--- src/dca_pkg.sv ---
// constants, field layout and encodings for the command/address front end
package dca_pkg;

  // pin bundle layout inside the synchroniser word
  localparam int PIN_W = 34;
  localparam int P_CKT = 0;
  localparam int P_CKC = 1;
  localparam int P_CS  = 2;
  localparam int P_CKE = 4;
  localparam int P_ODT = 6;
  localparam int P_ACT = 8;
  localparam int P_RAS = 9;
  localparam int P_CAS = 10;
  localparam int P_WE  = 11;
  localparam int P_BG  = 12;
  localparam int P_BA  = 14;
  localparam int P_A   = 16;
  localparam int P_CID = 30;
  localparam int P_PAR = 33;

  // widths
  localparam int A_W   = 14;
  localparam int ROW_W = 17;
  localparam int A10   = 10;

  // reset values
  localparam logic [15:0]      RST_OPEN = 16'h0000;
  localparam logic [ROW_W-1:0] RST_ROW  = 17'h00000;
  localparam logic [PIN_W-1:0] RST_PINS = 34'h000000000;

  // chip id masks per stack height
  localparam logic [2:0] CID_M_NONE = 3'h0;
  localparam logic [2:0] CID_M_2H   = 3'h1;
  localparam logic [2:0] CID_M_4H   = 3'h3;
  localparam logic [2:0] CID_M_8H   = 3'h7;

  typedef enum logic [3:0] {
    CMD_MRS = 4'h0,
    CMD_REF = 4'h1,
    CMD_PRE = 4'h2,
    CMD_RSV = 4'h3,
    CMD_WR  = 4'h4,
    CMD_RD  = 4'h5,
    CMD_ZQ  = 4'h6,
    CMD_NOP = 4'h7,
    CMD_ACT = 4'h8
  } dca_cmd_type;

  typedef enum logic [3:0] {
    PWR_ON  = 4'h1,
    PWR_APD = 4'h2,
    PWR_PPD = 4'h4,
    PWR_SR  = 4'h8
  } dca_pwr_type;

  typedef enum logic [1:0] {
    ORG_X4  = 2'h0,
    ORG_X8  = 2'h1,
    ORG_X16 = 2'h2
  } dca_org_type;

  typedef enum logic [2:0] {
    STK_1H  = 3'h0,
    STK_2H  = 3'h1,
    STK_4H  = 3'h2,
    STK_8H  = 3'h3,
    STK_DDP = 3'h4
  } dca_stack_type;

endpackage

--- src/dca_pin_if.sv ---
// carrier between the core and its pin synchroniser
interface dca_pin_if
  import dca_pkg::*;
();
  logic [PIN_W-1:0] raw;
  logic [PIN_W-1:0] clean;

  modport sync (input raw, output clean);
  modport core (output raw, input clean);
endinterface

--- src/dca_pin_sync.sv ---
// three-stage pin synchroniser with agreement filter
module dca_pin_sync
  import dca_pkg::*;
#(
  parameter int W = PIN_W
) (
  // clock and reset
  input  wire logic mclk,
  input  wire logic resetn,
  // pins in, filtered levels out
  dca_pin_if.sync   pins
);

  logic [W-1:0] s1_ff, s2_ff, s3_ff, clean_ff;
  logic [W-1:0] nxt_clean;

  // a bit moves only once stages two and three agree, so a metastable
  // first stage never reaches the consumer
  always_comb begin
    nxt_clean = clean_ff;
    for (int i = 0; i < W; i++) begin
      if (s2_ff[i] == s3_ff[i]) begin
        nxt_clean[i] = s3_ff[i];
      end
    end
    if (!resetn) begin
      nxt_clean = RST_PINS[W-1:0];
    end
  end

  always_ff @(posedge mclk) begin
    s1_ff    <= pins.raw;
    s2_ff    <= s1_ff;
    s3_ff    <= s2_ff;
    clean_ff <= nxt_clean;
  end

  assign pins.clean = clean_ff;

endmodule // dca_pin_sync

--- src/dca_cmd_front.sv ---
// What this block does
// - act low with chip select means activate
// - on activate, ras/cas/we are A16/A15/A14
// - bank address picks bank within group
// - on mode set, bank bits pick register
// - bank group bits pick target group
// - x16 decodes only low bank group bit
// - stacked x4/x8 dies selected by chip id bits, x16 ignores them
// - dual-die package uses second cs/cke/odt
// - inputs sampled at true clock rising crossing
// - cke high enables clocks, buffers, drivers
// - cke low enters power-down or self refresh
// - self refresh exit on cke without clock
// - power-down keeps only ck, odt, reset, cke
// - self refresh keeps only cke and reset
// - chip select high ignores the command
// - chip select is rank selector, part of command
// - termination only on data, strobe, mask lines
// - termination disabled ignores odt input
// - parity over act, cmd, bg, ba, address
// - act high makes ras/cas/we command bits
// - async active-low reset, blocked while armed
module dca_cmd_front
  import dca_pkg::*;
(
  // clock and reset
  input  wire logic          mclk,
  input  wire logic          resetn,
  // memory reset pin and backup arming
  input  wire logic          dram_reset_n,
  input  wire logic          backup_armed,
  // command clock pins
  input  wire logic          ck_t,
  input  wire logic          ck_c,
  // control pins
  input  wire logic [1:0]    cs_n,
  input  wire logic [1:0]    cke,
  input  wire logic [1:0]    odt,
  // command and address pins
  input  wire logic          act_n,
  input  wire logic          ras_n,
  input  wire logic          cas_n,
  input  wire logic          we_n,
  input  wire logic [1:0]    bg,
  input  wire logic [1:0]    ba,
  input  wire logic [A_W-1:0] addr,
  input  wire logic [2:0]    cid,
  input  wire logic          par_in,
  // static configuration
  input  wire dca_org_type   org,
  input  wire dca_stack_type stack,
  input  wire logic [2:0]    die_id,
  input  wire logic          ddp_die,
  input  wire logic          parity_en,
  input  wire logic          rtt_disabled,
  input  wire logic          tdqs_en,
  // decoded command
  output logic               cmd_valid,
  output dca_cmd_type        cmd_code,
  output logic [1:0]         cmd_bg,
  output logic [1:0]         cmd_ba,
  output logic [ROW_W-1:0]   cmd_addr,
  output logic [2:0]         mr_sel,
  output logic               parity_err,
  // power and buffer state
  output dca_pwr_type        pwr_state,
  output logic               clk_en,
  output logic               buf_cmd_en,
  output logic               buf_odt_en,
  output logic               buf_ck_en,
  output logic [15:0]        open_banks,
  // termination
  output logic               odt_apply,
  output logic               odt_mask_lines
);

  dca_pin_if pins ();

  assign pins.raw = {par_in, cid, addr, ba, bg, we_n, cas_n, ras_n, act_n, odt, cke, cs_n,
                     ck_c, ck_t};

  dca_pin_sync #(.W(PIN_W)) u_sync (
    .mclk   (mclk),
    .resetn (resetn),
    .pins   (pins)
  );

  // the pin reset acts without the clock but cannot fire while armed
  logic core_rst_n;
  assign core_rst_n = dram_reset_n | backup_armed;

  // filtered pin fields
  logic [PIN_W-1:0] c;
  assign c = pins.clean;

  logic             s_ckt, s_ckc, s_act, s_ras, s_cas, s_we, s_par;
  logic [1:0]       s_cs, s_cke, s_odt, s_bg, s_ba;
  logic [A_W-1:0]   s_a;
  logic [2:0]       s_cid;
  assign s_ckt = c[P_CKT];
  assign s_ckc = c[P_CKC];
  assign s_cs  = c[P_CS +: 2];
  assign s_cke = c[P_CKE +: 2];
  assign s_odt = c[P_ODT +: 2];
  assign s_act = c[P_ACT];
  assign s_ras = c[P_RAS];
  assign s_cas = c[P_CAS];
  assign s_we  = c[P_WE];
  assign s_bg  = c[P_BG +: 2];
  assign s_ba  = c[P_BA +: 2];
  assign s_a   = c[P_A +: A_W];
  assign s_cid = c[P_CID +: 3];
  assign s_par = c[P_PAR];

  // registered state
  logic             cross_ff, cmd_valid_ff, parity_err_ff;
  dca_cmd_type      cmd_code_ff;
  logic [1:0]       cmd_bg_ff, cmd_ba_ff;
  logic [ROW_W-1:0] cmd_addr_ff;
  logic [2:0]       mr_sel_ff;
  dca_pwr_type      pwr_ff;
  logic             clk_en_ff, buf_cmd_ff, buf_odt_ff, buf_ck_ff;
  logic [15:0]      open_ff;
  logic             odt_apply_ff, odt_mask_ff;

  logic             nxt_cross, nxt_cmd_valid, nxt_parity_err;
  dca_cmd_type      nxt_cmd_code;
  logic [1:0]       nxt_cmd_bg, nxt_cmd_ba;
  logic [ROW_W-1:0] nxt_cmd_addr;
  logic [2:0]       nxt_mr_sel;
  dca_pwr_type      nxt_pwr;
  logic             nxt_clk_en, nxt_buf_cmd, nxt_buf_odt, nxt_buf_ck;
  logic [15:0]      nxt_open;
  logic             nxt_odt_apply, nxt_odt_mask;

  // sampling edge: true high and complement low, first cycle of it
  logic crossing, ck_rise;
  assign crossing = s_ckt & ~s_ckc;
  assign ck_rise  = crossing & ~cross_ff;

  // die selection: second die of a dual-die package has its own controls
  logic sel_idx, cs_sel, cke_sel, odt_sel, id_ok, selected;
  logic [2:0] cid_mask;
  assign sel_idx = (stack == STK_DDP) ? ddp_die : 1'b0;
  assign cs_sel  = ~s_cs[sel_idx];
  assign cke_sel = s_cke[sel_idx];
  assign odt_sel = s_odt[sel_idx];

  always_comb begin
    case (stack)
      STK_2H:  cid_mask = CID_M_2H;
      STK_4H:  cid_mask = CID_M_4H;
      STK_8H:  cid_mask = CID_M_8H;
      default: cid_mask = CID_M_NONE;
    endcase
    if (org == ORG_X16) begin
      cid_mask = CID_M_NONE;
    end
  end

  assign id_ok    = ((s_cid ^ die_id) & cid_mask) == CID_M_NONE;
  assign selected = cs_sel & id_ok;

  // command decode
  dca_cmd_type dec_code;
  logic [1:0]  bg_eff;
  logic [3:0]  bank_idx;
  assign dec_code = s_act ? dca_cmd_type'({1'b0, s_ras, s_cas, s_we}) : CMD_ACT;
  assign bg_eff   = (org == ORG_X16) ? {1'b0, s_bg[0]} : s_bg;
  assign bank_idx = {bg_eff, s_ba};

  // only a clock-running device takes commands
  logic take;
  assign take = ck_rise & selected & (pwr_ff == PWR_ON);

  // even parity across the covered pins plus the parity pin
  logic par_odd;
  assign par_odd = ^{s_act, s_ras, s_cas, s_we, s_bg, s_ba, s_a, s_par};

  always_comb begin
    nxt_cross      = crossing;
    nxt_cmd_valid  = 1'b0;
    nxt_cmd_code   = cmd_code_ff;
    nxt_cmd_bg     = cmd_bg_ff;
    nxt_cmd_ba     = cmd_ba_ff;
    nxt_cmd_addr   = cmd_addr_ff;
    nxt_mr_sel     = mr_sel_ff;
    nxt_parity_err = 1'b0;
    nxt_pwr        = pwr_ff;
    nxt_open       = open_ff;
    nxt_odt_apply  = odt_apply_ff;
    nxt_odt_mask   = odt_mask_ff;

    if (take && cke_sel) begin
      nxt_cmd_valid = 1'b1;
      nxt_cmd_code  = dec_code;
      nxt_cmd_bg    = bg_eff;
      nxt_cmd_ba    = s_ba;
      nxt_mr_sel    = {s_bg[0], s_ba};
      if (dec_code == CMD_ACT) begin
        nxt_cmd_addr = {s_ras, s_cas, s_we, s_a};
      end else begin
        nxt_cmd_addr = {3'h0, s_a};
      end
      case (dec_code)
        CMD_ACT: nxt_open[bank_idx] = 1'b1;
        CMD_PRE: begin
          if (s_a[A10]) begin
            nxt_open = RST_OPEN;
          end else begin
            nxt_open[bank_idx] = 1'b0;
          end
        end
        CMD_RD, CMD_WR: begin
          if (s_a[A10]) begin
            nxt_open[bank_idx] = 1'b0;
          end
        end
        default: nxt_open = open_ff;
      endcase
    end

    // parity is checked whenever chip select picks this die and inputs listen
    if (ck_rise && selected && parity_en && pwr_ff == PWR_ON && par_odd) begin
      nxt_parity_err = 1'b1;
    end

    case (pwr_ff)
      PWR_ON: begin
        if (ck_rise && !cke_sel) begin
          if (selected && dec_code == CMD_REF) begin
            nxt_pwr = PWR_SR;
          end else if (open_ff == RST_OPEN) begin
            nxt_pwr = PWR_PPD;
          end else begin
            nxt_pwr = PWR_APD;
          end
        end
      end
      PWR_APD, PWR_PPD: begin
        if (ck_rise && cke_sel) begin
          nxt_pwr = PWR_ON;
        end
      end
      PWR_SR: begin
        // no clock edge needed: the clock may be stopped in self refresh
        if (cke_sel) begin
          nxt_pwr = PWR_ON;
        end
      end
      default: nxt_pwr = PWR_ON;
    endcase

    // termination keeps listening in power-down, not in self refresh
    if (ck_rise && pwr_ff != PWR_SR) begin
      nxt_odt_apply = odt_sel & ~rtt_disabled;
      nxt_odt_mask  = odt_sel & ~rtt_disabled & ((org == ORG_X16) | tdqs_en);
    end else if (pwr_ff == PWR_SR || rtt_disabled) begin
      nxt_odt_apply = 1'b0;
      nxt_odt_mask  = 1'b0;
    end

    if (!resetn) begin
      nxt_cross      = 1'b0;
      nxt_cmd_valid  = 1'b0;
      nxt_cmd_code   = CMD_NOP;
      nxt_cmd_bg     = 2'h0;
      nxt_cmd_ba     = 2'h0;
      nxt_cmd_addr   = RST_ROW;
      nxt_mr_sel     = 3'h0;
      nxt_parity_err = 1'b0;
      nxt_pwr        = PWR_ON;
      nxt_open       = RST_OPEN;
      nxt_odt_apply  = 1'b0;
      nxt_odt_mask   = 1'b0;
    end
  end

  // buffer and clock enables follow the next power state
  always_comb begin
    nxt_clk_en  = (nxt_pwr == PWR_ON);
    nxt_buf_cmd = (nxt_pwr == PWR_ON);
    nxt_buf_odt = (nxt_pwr != PWR_SR);
    nxt_buf_ck  = (nxt_pwr != PWR_SR);
  end

  always_ff @(posedge mclk or negedge core_rst_n) begin
    if (!core_rst_n) begin
      cross_ff      <= 1'b0;
      cmd_valid_ff  <= 1'b0;
      cmd_code_ff   <= CMD_NOP;
      cmd_bg_ff     <= 2'h0;
      cmd_ba_ff     <= 2'h0;
      cmd_addr_ff   <= RST_ROW;
      mr_sel_ff     <= 3'h0;
      parity_err_ff <= 1'b0;
      pwr_ff        <= PWR_ON;
      clk_en_ff     <= 1'b1;
      buf_cmd_ff    <= 1'b1;
      buf_odt_ff    <= 1'b1;
      buf_ck_ff     <= 1'b1;
      open_ff       <= RST_OPEN;
      odt_apply_ff  <= 1'b0;
      odt_mask_ff   <= 1'b0;
    end else begin
      cross_ff      <= nxt_cross;
      cmd_valid_ff  <= nxt_cmd_valid;
      cmd_code_ff   <= nxt_cmd_code;
      cmd_bg_ff     <= nxt_cmd_bg;
      cmd_ba_ff     <= nxt_cmd_ba;
      cmd_addr_ff   <= nxt_cmd_addr;
      mr_sel_ff     <= nxt_mr_sel;
      parity_err_ff <= nxt_parity_err;
      pwr_ff        <= nxt_pwr;
      clk_en_ff     <= nxt_clk_en;
      buf_cmd_ff    <= nxt_buf_cmd;
      buf_odt_ff    <= nxt_buf_odt;
      buf_ck_ff     <= nxt_buf_ck;
      open_ff       <= nxt_open;
      odt_apply_ff  <= nxt_odt_apply;
      odt_mask_ff   <= nxt_odt_mask;
    end
  end

  assign cmd_valid      = cmd_valid_ff;
  assign cmd_code       = cmd_code_ff;
  assign cmd_bg         = cmd_bg_ff;
  assign cmd_ba         = cmd_ba_ff;
  assign cmd_addr       = cmd_addr_ff;
  assign mr_sel         = mr_sel_ff;
  assign parity_err     = parity_err_ff;
  assign pwr_state      = pwr_ff;
  assign clk_en         = clk_en_ff;
  assign buf_cmd_en     = buf_cmd_ff;
  assign buf_odt_en     = buf_odt_ff;
  assign buf_ck_en      = buf_ck_ff;
  assign open_banks     = open_ff;
  assign odt_apply      = odt_apply_ff;
  assign odt_mask_lines = odt_mask_ff;

endmodule // dca_cmd_front

--- config.mk ---
export PLATFORM = sky130hd
export DESIGN_NAME = dca_cmd_front
export DESIGN_NICKNAME = d
export VERILOG_FILES = /design/src/dca_pkg.sv /design/src/dca_pin_if.sv /design/src/dca_pin_sync.sv /design/src/dca_cmd_front.sv
export SDC_FILE = /design/constraint.sdc
export NUM_CORES = 1
export LEC_CHECK = 0
export ABC_CLOCK_PERIOD_IN_PS = 2100
export BUFFER_PORTS_ARGS = -buffer_cell sky130_fd_sc_hd__buf_2
export CORE_MARGIN = 2
export CORE_UTILIZATION = 55
export CTS_CLUSTER_DIAMETER = 30
export CTS_CLUSTER_SIZE = 14
export DETAILED_ROUTE_END_ITERATION = 16
export PLACE_DENSITY = 0.77
export SLEW_MARGIN = 10
export SYNTH_ARGS = -nofsm -noshare
export SYNTH_HDL_FRONTEND = slang
export SYNTH_HIERARCHICAL = 1
export SYNTH_SLANG_ARGS = --single-unit
--- constraint.sdc ---
create_clock -name mclk -period 2.1 [get_ports mclk]
set_clock_uncertainty 0.05 [all_clocks]
set_input_delay 0.21 -clock mclk [delete_from_list [all_inputs] [get_ports mclk]]
set_output_delay 0.21 -clock mclk [all_outputs]
set_load 0.02 [all_outputs]
==> results of run 1 <==
-- flip-flops by register name, summed over array words and instances (netlist names) --
signal / cells
u_sync/pins.clean: 34
u_sync/s1_ff: 34
u_sync/s2_ff: 34
u_sync/s3_ff: 34
cmd_addr: 17
open_banks: 16
cmd_code: 4
pwr_state: 4
cmd_bg: 2
buf_ck_en: 1
buf_cmd_en: 1
cmd_ba: 1
cmd_valid: 1
cross_ff: 1
mr_sel: 1
odt_apply: 1
odt_mask_lines: 1
parity_err: 1
-- synthesized netlist by cell type, types with 7 or more instances --
master	number
dfxtp_1	136
nand2_1	55
dfrtp_1	46
o21ai_0	38
a21boi_2	30
nor4_1	21
a22o_1	19
a21oi_1	17
xnor2_1	17
buf_6	9
o221a_1	9
nor2_1	8
xor2_1	8
o221a_2	7
-- metal layers --
metal | global-route usage | up-vias | wire [um]
met4 | 0.08642 | 0 | 246
met3 | 0.05389 | 22 | 673
met2 | 0.3829 | 145 | 6737
li1 | - | 2164 | -
met1 | 0.2808 | 2141 | 5603
met5 | 0 | - | 0
-- per-stage QoR --
stage | util | hold WS (ns)
floorplan | - | 0.1877
global placement | 0.6254 | 0.2604
detailed placement | 0.6254 | 0.2621
CTS | 0.7051 | 0.002830
global route | 0.7055 | 0.01249
finish | 0.7055 | 0.01518
-- layout make-up --
class	count	area (um2)	area share
clock inverter	15	110.1	0.01373
multi-input combinational	292	2131	0.2656
tap	143	178.9	0.02231
clock buffer	17	425.4	0.05303
timing repair buffer	166	1126	0.1404
inverter	5	18.77	0.002340
sequential	188	4031	0.5026
-- power by group through the flow --
stage / Sequential, mW / Clock [mW] / Combinational, mW
CTS: 3.84 / 2.95 / 0.655
global placement: 3.90 / 0 / 0.574
global route: 3.86 / 3.13 / 0.722
detailed placement: 3.92 / 0 / 0.592
floorplan: 3.90 / 0 / 0.408
finish: 3.84 / 2.90 / 0.657
-- worst register-to-register path, cell delays in order, from the launching register on --
cell,delay (ns)
dfxtp_1,0.36
xor2_1,0.23
a21oi_1,0.17
o41a_1,0.40
buf_4,0.17
a31oi_4,0.18
buf_12,0.19
a22o_1,0.16
-- kinds of logic after synthesis --
group                  share of synthesized area
flip-flops                                0.6335
AND/OR/NAND/NOR                          0.09772
multiplexers                            0.006488
buffers and inverters                    0.03519
AO/OA/AOI/OAI                             0.1891
XOR/XNOR                                 0.03795
-- path summary, 6_finish.rpt --
kind / slack (ns) / end / from
worst max register to register: 0.12 / mr_sel[1]$_DFFE_PN0P_ / u_sync/pins.clean[30]$_SDFFE_PN0N_
worst min register to register: 0.28 / u_sync/s2_ff[7]$_DFF_P_ / u_sync/s1_ff[7]$_DFF_P_
worst min-delay path: 0.02 / odt_mask_lines$_DFFE_PN0P_ / rtt_disabled
min in group asynchronous: 0.48 / open_banks[10]$_DFFE_PN0P_ / backup_armed
max in group asynchronous: 0.53 / cmd_valid$_DFF_PN0_ / dram_reset_n
worst max-delay path: 0.12 / mr_sel[1]$_DFFE_PN0P_ / u_sync/pins.clean[30]$_SDFFE_PN0N_
-- what timing repair did --
action	4_1_cts	5_1_grt
hold buffers	37	0
setup endpoints to repair	0	35
endpoints found under the hold margin	81	0
resized for setup	0	1
==> impl_metrics.yaml, run 1 <==
run_status:
  outcome: "finished clean"
timing:
  fin_tns_setup_ns: 0
  final_max_slew_viol_count: 0
  worstMarginPinSlew_ns: 0.6583
  finalSetupViolations: 0
  fmax_ghz: 0.5055
  hold_violations: 0
  grt_setup_unrepaired: "no"
  slew_headroom: 0.5565
  fin_crit_ns: 1.978
  min_period_over_period: 0.9421
  postLayoutSetupSlackWorst_ns: 0.1216
drt:
  dr.pass1.iters: 4
  via_per_inst: 5.414
  wl_per_cell_um: 16.05
  postRouteAntennaNets: 0
  drc_errors: 0
  via_count: 4472
  wl_um: 13260
  drtIter0Drc: 293
clocking:
  numCtsBuffers: 17
  clk_path_buf_depth: 2
  clk_pin_slew_ns: 0.07
  htreeDepth: 4
  post_cts_buffers: 0
  root_buffer: "clkbuf_16"
  cts_tree: "built"
  clk_latency_ns: 0.42
  clock_sinks: 188
critical_path:
  path_max_fanout: 25
  cpPeakStageDelay_ns: 0.40
  critical_path.cell_chain: "xor2_1 > a21oi_1 > o41a_1 > buf_4 > a31oi_4 > buf_12 > a22o_1"
  worst_setup_path_start_kind: "flop"
  crit_path_end_kind: "flop"
  critical_path_class: "flop to flop"
  crit_family: "compound AO/OA/AOI/OAI gates"
  reg2reg_depth: 7
  cp.required_ns: 2.40
  slowest_stage: "o41a_1"
  arrival_ns: 2.28
  critical_path_depth: 7
  crit_buf_inv: 2
min_path:
  min_path_cells: 3
  hold_class: "input pin to flop"
pwr:
  p_int_mw: 5.600
  ir_drop_v: 0.0006248
  clkPwrFrac: 0.392
  seq_power_share: 0.520
  p_total_mw: 7.395
  p_leak_nw: 3.469
  p_switching_mw: 1.795
  switching_share: 0.2427
  pwr-share-comb: 0.089
  pwr_density_cell_nw_per_um2: 921.9
die:
  pin_count: 106
  core_um2: 11370
  die_h_um: 111.6
  dieArea_um2: 12450
  fp-row-count: 39
  start_util: 0.5597
  die_w_um: 111.6
global_route:
  grt_max_degree: 53
  grt_usage: 0.2254
  grt_pass1_wl_um: 22270
  grt.overflow.total: 0
  grt_antenna_before_repair: 0
  grt_pass1_vias: 4554
logic_synthesis:
  synth_area_leaders: "dfxtp_1 43%, dfrtp_1 18%, a21boi_2 5.3%"
  yosys_warnings: 6
  yosysSeqAreaShare: 0.6335
  synth-main-ff-cell: "dfxtp_1"
  synthDistinctLibCells: 56
  yosysTopAreaCell: "dfxtp_1"
  async_reset_ff_frac: 0.2766
  synthesis.nets: 564
  syn_area_per_cell_um2: 12.38
  synth_seq_cells: 188
  syn-instance-count: 514
  yosysTopAreaCellShare: 0.4278
  synth_area_um2: 6364
  synth-edff-count: 0
cells_and_area:
  nFillCells: 800
  syn2layout_area_growth_pct: 26.05
  drive_above_1_share: 0.3177
  instances_no_fill: 826
  fin_area_um2: 8021
  final_common_cell: "dfxtp_1"
  final_cell_mix: "136 x dfxtp_1, 105 x buf_2, 55 x nand2_1"
  diodes: 0
  fin_nets: 720
run:
  maxCapViolCount: 0
placement:
  post-place-ws_ns: 0.04249
  dpl.hpwl_um: 8807
  placed_cell_area_um2: 7111
  place.gp.congestion: 0.8372
  dp.cells: 757
  portBuffers: 105
Power figures use the tool's default switching activity.
==> inputs of run 2 (changes only) <==
CAP_MARGIN = 10   (was default)
CORE_UTILIZATION = 50   (was 55)
PLACE_DENSITY = 0.71   (was 0.77)
==> run 2 against run 1 <==
  * Global-route usage shrank 2.2 points
  * Clock power grew 13%
  * Highest routed layer unchanged
  * Power grew 5.8%
==> impl_metrics.yaml, run 2 (synthesis gave the netlist of run 1 again) <==
global_route:
  grt_antenna_before_repair: 0
  grt_pass1_wl_um: 21230
  grt_pass1_vias: 4342
  grt_usage: 0.2039
  grt.overflow.total: 0
  grt_max_degree: 53
clocking:
  clk_pin_slew_ns: 0.06
  clk_latency_ns: 0.42
  clock_sinks: 188
  htreeDepth: 4
  cts_tree: "built"
  numCtsBuffers: 17
  clk_path_buf_depth: 2
  root_buffer: "clkbuf_16"
timing:
  fmax_ghz: 0.4913
  slew_headroom: 0.5340
  postLayoutSetupSlackWorst_ns: 0.06442
  hold_violations: 0
  fin_crit_ns: 2.036
  finalSetupViolations: 0
  worstMarginPinSlew_ns: 0.6990
  final_max_slew_viol_count: 0
  min_period_over_period: 0.9693
drt:
  wl_per_cell_um: 15.63
  via_count: 4490
  wl_um: 13470
  drc_errors: 0
  via_per_inst: 5.209
  drtIter0Drc: 212
  dr.pass1.iters: 4
  postRouteAntennaNets: 0
run:
  maxCapViolCount: 0
critical_path:
  worst_setup_path_start_kind: "flop"
  rr_startpoint: "pwr_state[0]$_DFF_PN1_"
  r2r-end: "cmd_addr[0]$_DFFE_PN0P_"
  reg2reg_depth: 6
  path_max_fanout: 24
  arrival_ns: 2.29
  critical_path_class: "flop to flop"
  crit_path_end_kind: "flop"
  r2r_slack_ns: 0.06
  cp.required_ns: 2.35
pwr:
  seq_power_share: 0.490
  p_int_mw: 6.106
  p_switching_mw: 1.720
  p_leak_nw: 3.571
  switching_share: 0.2198
  clkPwrFrac: 0.419
  ir_drop_v: 0.0005530
  p_total_mw: 7.827
  pwr_density_cell_nw_per_um2: 949.9
  pwr-share-comb: 0.091
min_path:
  holdCritStartpoint: "rtt_disabled"
  holdPathEnd: "odt_mask_lines$_DFFE_PN0P_"
  min_path_cells: 3
  hold_class: "input pin to flop"
die:
  dieArea_um2: 13650
  core_um2: 12520
  fp-row-count: 41
  pin_count: 106
  die_h_um: 116.8
  die_w_um: 116.8
  start_util: 0.5084
placement:
  dpl.hpwl_um: 8689
  portBuffers: 105
  place.gp.congestion: 0.8035
  post-place-ws_ns: -0.02041
cells_and_area:
  final_util: 0.6582
  diodes: 0
  drive_above_1_share: 0.3261
  final_cell_mix: "133 x dfxtp_1, 105 x buf_2, 55 x nand2_1"
  nFillCells: 968
  final_common_cell: "dfxtp_1"
  fin_nets: 727
  syn2layout_area_growth_pct: 29.47
run_status:
  outcome: "finished clean"
-- run 2: cell types whose count changed in the layout (fill, tap and decap cells not counted), moves of 2 or more --
cell        delta
buf_4          +4
clkbuf_8       +4
clkinvlp_4     -2
inv_6          -4
clkinv_2       -3
dfxtp_2        +3
dfxtp_1        -3
bufinv_16      +3
clkbuf_1       +2
-- run 2: worst max path at each step --
stage	from	end	slack (ns)	depth (start not counted)
after floorplan	pwr_state[0]$_DFF_PN1_	open_banks[12]$_DFFE_PN0P_	0.16	5
final	pwr_state[0]$_DFF_PN1_	cmd_addr[0]$_DFFE_PN0P_	0.06	6
after detailed placement	stack[1]	open_banks[0]$_DFFE_PN0P_	-0.02	7
after global placement	stack[1]	open_banks[0]$_DFFE_PN0P_	0.02	7
after global routing	u_sync/pins.clean[31]$_SDFFE_PN0N_	cmd_addr[0]$_DFFE_PN0P_	-0.02	7
after CTS	u_sync/pins.clean[32]$_SDFFE_PN0N_	open_banks[0]$_DFFE_PN0P_	0.07	6
-- run 2: layer usage --
layer,vias to the layer above,part of all wire,track usage,wire [um]
met2,102,0.50,0.3426,6714
met4,0,0.018,0.08706,246
li1,2181,-,-,-
met3,18,0.038,0.03862,509
met1,2189,0.45,0.2591,5999
met5,-,0,0,0
-- run 2: power by group through the flow --
stage / combinational [mW] / clock (mW) / sequential, mW
floorplan: 0.408 / 0 / 3.90
global placement: 0.601 / 0 / 3.90
detailed placement: 0.614 / 0 / 3.91
CTS: 0.675 / 3.34 / 3.84
global route: 0.777 / 3.48 / 3.85
finish: 0.710 / 3.28 / 3.84
-- run 2: cell type report --
| cell class | instances | area, um2 | share of cell area |
|---|---|---|---|
| timing repair buffer | 172 | 1201 | 0.1458 |
| multi-input combinational | 293 | 2151 | 0.2610 |
| clock inverter | 9 | 130.1 | 0.01579 |
| tap | 172 | 215.2 | 0.02612 |
| clock buffer | 23 | 488.0 | 0.05923 |
| inverter | 5 | 18.77 | 0.002278 |
| sequential | 188 | 4035 | 0.4897 |
-- run 2: worst max-delay path, cell delays in order (launching register included) --
cell and delay (ns):
dfstp_2 0.53, nand2b_1 0.11, nor4b_4 0.49, buf_4 0.21, a31oi_4 0.11, buf_12 0.19
a22o_1 0.21
-- run 2: through the flow --
step / std cells / area (um2) / TNS (ns) / hold slack [ns]
6_report: 862 / 8239 / 0 / 0.03136
5_1_grt: 862 / 8239 / -0.07811 / 0.02775
4_1_cts: 856 / 8143 / 0 / 0.01556
3_5_place_dp: 787 / 7154 / -0.1009 / 0.2621
3_3_place_gp: 787 / 7154 / 0 / 0.2605
2_1_floorplan: 514 / 6364 / 0 / 0.1877
-- run 2: what timing repair did --
item                                    4_1_cts  5_1_grt
buffers inserted                              0        4
resized for setup                             0        5
endpoints found under the setup margin        0       38
hold endpoints to repair                     81        0
hold buffers                                 37        0
==> inputs of run 3 (changes only) <==
==> constraint.sdc (replaced) <==
create_clock -name mclk -period 2.1 [get_ports mclk]
set_clock_uncertainty 0.05 [all_clocks]
set_input_delay 0 -clock mclk [delete_from_list [all_inputs] [get_ports mclk]]
set_output_delay 0 -clock mclk [all_outputs]
set_load 0.02 [all_outputs]
==> run 3 against run 2 <==
  * Global-route usage is 0.48 points higher
  * Die area stayed put
  * Maximum frequency is 1.7% higher
  * First-iteration DRC count is 38% higher
  * Count of clock-buffer cells in the layout is 3 lower
  * Non-clock buffer count is 4 higher
  * Sequential share of layout area is 0.30 points higher
  * Core utilization is 0.44 points lower
  * Clock power is 12% lower
  * Power is 5.1% lower
  * Highest routed layer unchanged
==> impl_metrics.yaml, run 3 (synthesis gave the netlist of run 1 again) <==
pwr:
  p_total_mw: 7.425
  ir_drop_v: 0.0006418
  clkPwrFrac: 0.388
  p_leak_nw: 3.536
  switching_share: 0.2379
  p_int_mw: 5.659
  pwr_density_cell_nw_per_um2: 907.2
  seq_power_share: 0.517
  pwr-share-comb: 0.095
  p_switching_mw: 1.766
critical_path:
  critical_path.cell_chain: "xor2_1 > a211oi_1 > buf_4 > o41ai_4 > buf_4 > clkbuf_16 > nor4_1 > o221a_2"
  crit_path_end_kind: "flop"
  cp.required_ns: 2.36
  reg2reg_depth: 8
  path_max_fanout: 10
  slowest_stage: "o41ai_4"
  arrival_ns: 2.26
  cpPeakStageDelay_ns: 0.44
  worst_setup_path_start_kind: "flop"
  r2r_slack_ns: 0.1
  critical_path_class: "flop to flop"
  crit_path_frequent_cell: "buf_4"
global_route:
  grt_usage: 0.2087
  grt_pass1_wl_um: 21450
  grt_pass1_vias: 4310
  grt_antenna_before_repair: 0
  grt_max_degree: 30
  grt.overflow.total: 0
drt:
  postRouteAntennaNets: 0
  dr.pass1.iters: 4
  via_per_inst: 5.178
  drtIter0Drc: 293
  wl_um: 13630
  drc_errors: 0
  via_count: 4479
  wl_per_cell_um: 15.76
die:
  fp-row-count: 41
  die_h_um: 116.8
  die_w_um: 116.8
  dieArea_um2: 13650
  start_util: 0.5084
  pin_count: 106
  core_um2: 12520
placement:
  post-place-ws_ns: 0.07195
  portBuffers: 105
  place.gp.congestion: 0.8179
  placed_cell_area_um2: 7149
  dpl.hpwl_um: 8898
cells_and_area:
  drive_above_1_share: 0.3218
  diodes: 0
  final_cell_mix: "135 x dfxtp_1, 105 x buf_2, 55 x nand2_1"
  fin_nets: 730
  syn2layout_area_growth_pct: 28.61
  fin_area_um2: 8184
  final_common_cell: "dfxtp_1"
timing:
  hold_violations: 0
  worstMarginPinSlew_ns: 0.6201
  hold_ws_ns: 0.05769
  fin_crit_ns: 2.001
  finalSetupViolations: 0
  slew_headroom: 0.5822
  fmax_ghz: 0.4998
  min_period_over_period: 0.9528
  final_max_slew_viol_count: 0
  postLayoutSetupSlackWorst_ns: 0.09916
clocking:
  cts_tree: "built"
  clk_latency_ns: 0.42
  clock_sinks: 188
  root_buffer: "clkbuf_16"
  numCtsBuffers: 17
  clk_pin_slew_ns: 0.06
  clk_path_buf_depth: 2
  htreeDepth: 4
min_path:
  min_path_cells: 4
  hold_class: "input pin to flop"
run_status:
  outcome: "finished clean"
run:
  maxCapViolCount: 0
==> run 3: cell types whose count changed in the layout (fill, tap and decap cells not counted), moves of 2 or more <==
cell and change:
bufinv_16 -3, inv_6 +2, dfxtp_1 +2, dfxtp_2 -2, dlygate4sd3_1 +3, clkbuf_8 -3
inv_4 +2
==> run 3: metal layers <==
| metal | vias up | global-route usage | part of all wire |
|---|---|---|---|
| met5 | - | 0 | 0 |
| met4 | 0 | 0.07529 | 0.017 |
| met3 | 17 | 0.05716 | 0.045 |
| met2 | 114 | 0.3383 | 0.49 |
| met1 | 2172 | 0.2707 | 0.44 |
| li1 | 2176 | - | - |
==> run 3: through the flow <==
stage / util / setup TNS (ns) / instances
floorplan: - / 0 / 514
global placement: 0.5712 / 0 / 788
detailed placement: 0.5712 / 0 / 788
CTS: 0.6473 / 0 / 861
global route: 0.6538 / -0.03329 / 865
finish: 0.6538 / 0 / 865
==> run 3: critical path, delay by kind of cell, from the launching register on <==
family | cells | cell delay (ns)
compound gates | 3 | 0.77
xor+xnor | 1 | 0.16
buf+inv | 3 | 0.49
flops | 1 | 0.36
simple gates | 1 | 0.06
==> run 3: power by group through the flow <==
| stage | clock network, mW | registers (mW) | logic, mW |
|---|---|---|---|
| 3_5_place_dp | 0 | 3.91 | 0.605 |
| 3_3_place_gp | 0 | 3.90 | 0.587 |
| 2_1_floorplan | 0 | 3.90 | 0.408 |
| 4_1_cts | 2.95 | 3.84 | 0.674 |
| 5_1_grt | 3.10 | 3.86 | 0.764 |
| 6_report | 2.88 | 3.84 | 0.702 |
==> run 3: worst paths after layout <==
check                                                   startpoint                         end
max in group asynchronous                             dram_reset_n        buf_cmd_en$_DFF_PN1_
worst min register to register            u_sync/s1_ff[32]$_DFF_P_    u_sync/s2_ff[32]$_DFF_P_
worst max register to register  u_sync/pins.clean[32]$_SDFFE_PN0N_  open_banks[12]$_DFFE_PN0P_
worst min-delay path                                        org[1]       cmd_bg[1]$_DFFE_PN0P_
min in group asynchronous                             backup_armed     cmd_code[1]$_DFFE_PN1P_
worst max-delay path            u_sync/pins.clean[32]$_SDFFE_PN0N_  open_banks[12]$_DFFE_PN0P_
==> run 3: final cells by class <==
class | count | area [um2]
clock inverter | 12 | 86.33
multi-input combinational | 292 | 2133
clock buffer | 20 | 446.7
inverter | 5 | 18.77
timing repair buffer | 176 | 1251
fill | 990 | 4333
sequential | 188 | 4033
tap | 172 | 215.2
==> run 3: timing repair <==
action,4_1_cts,5_1_grt
endpoints found under the hold margin,68,0
hold buffers,41,0
setup endpoints to repair,0,14
buffers inserted,0,3
gates resized for setup,0,2
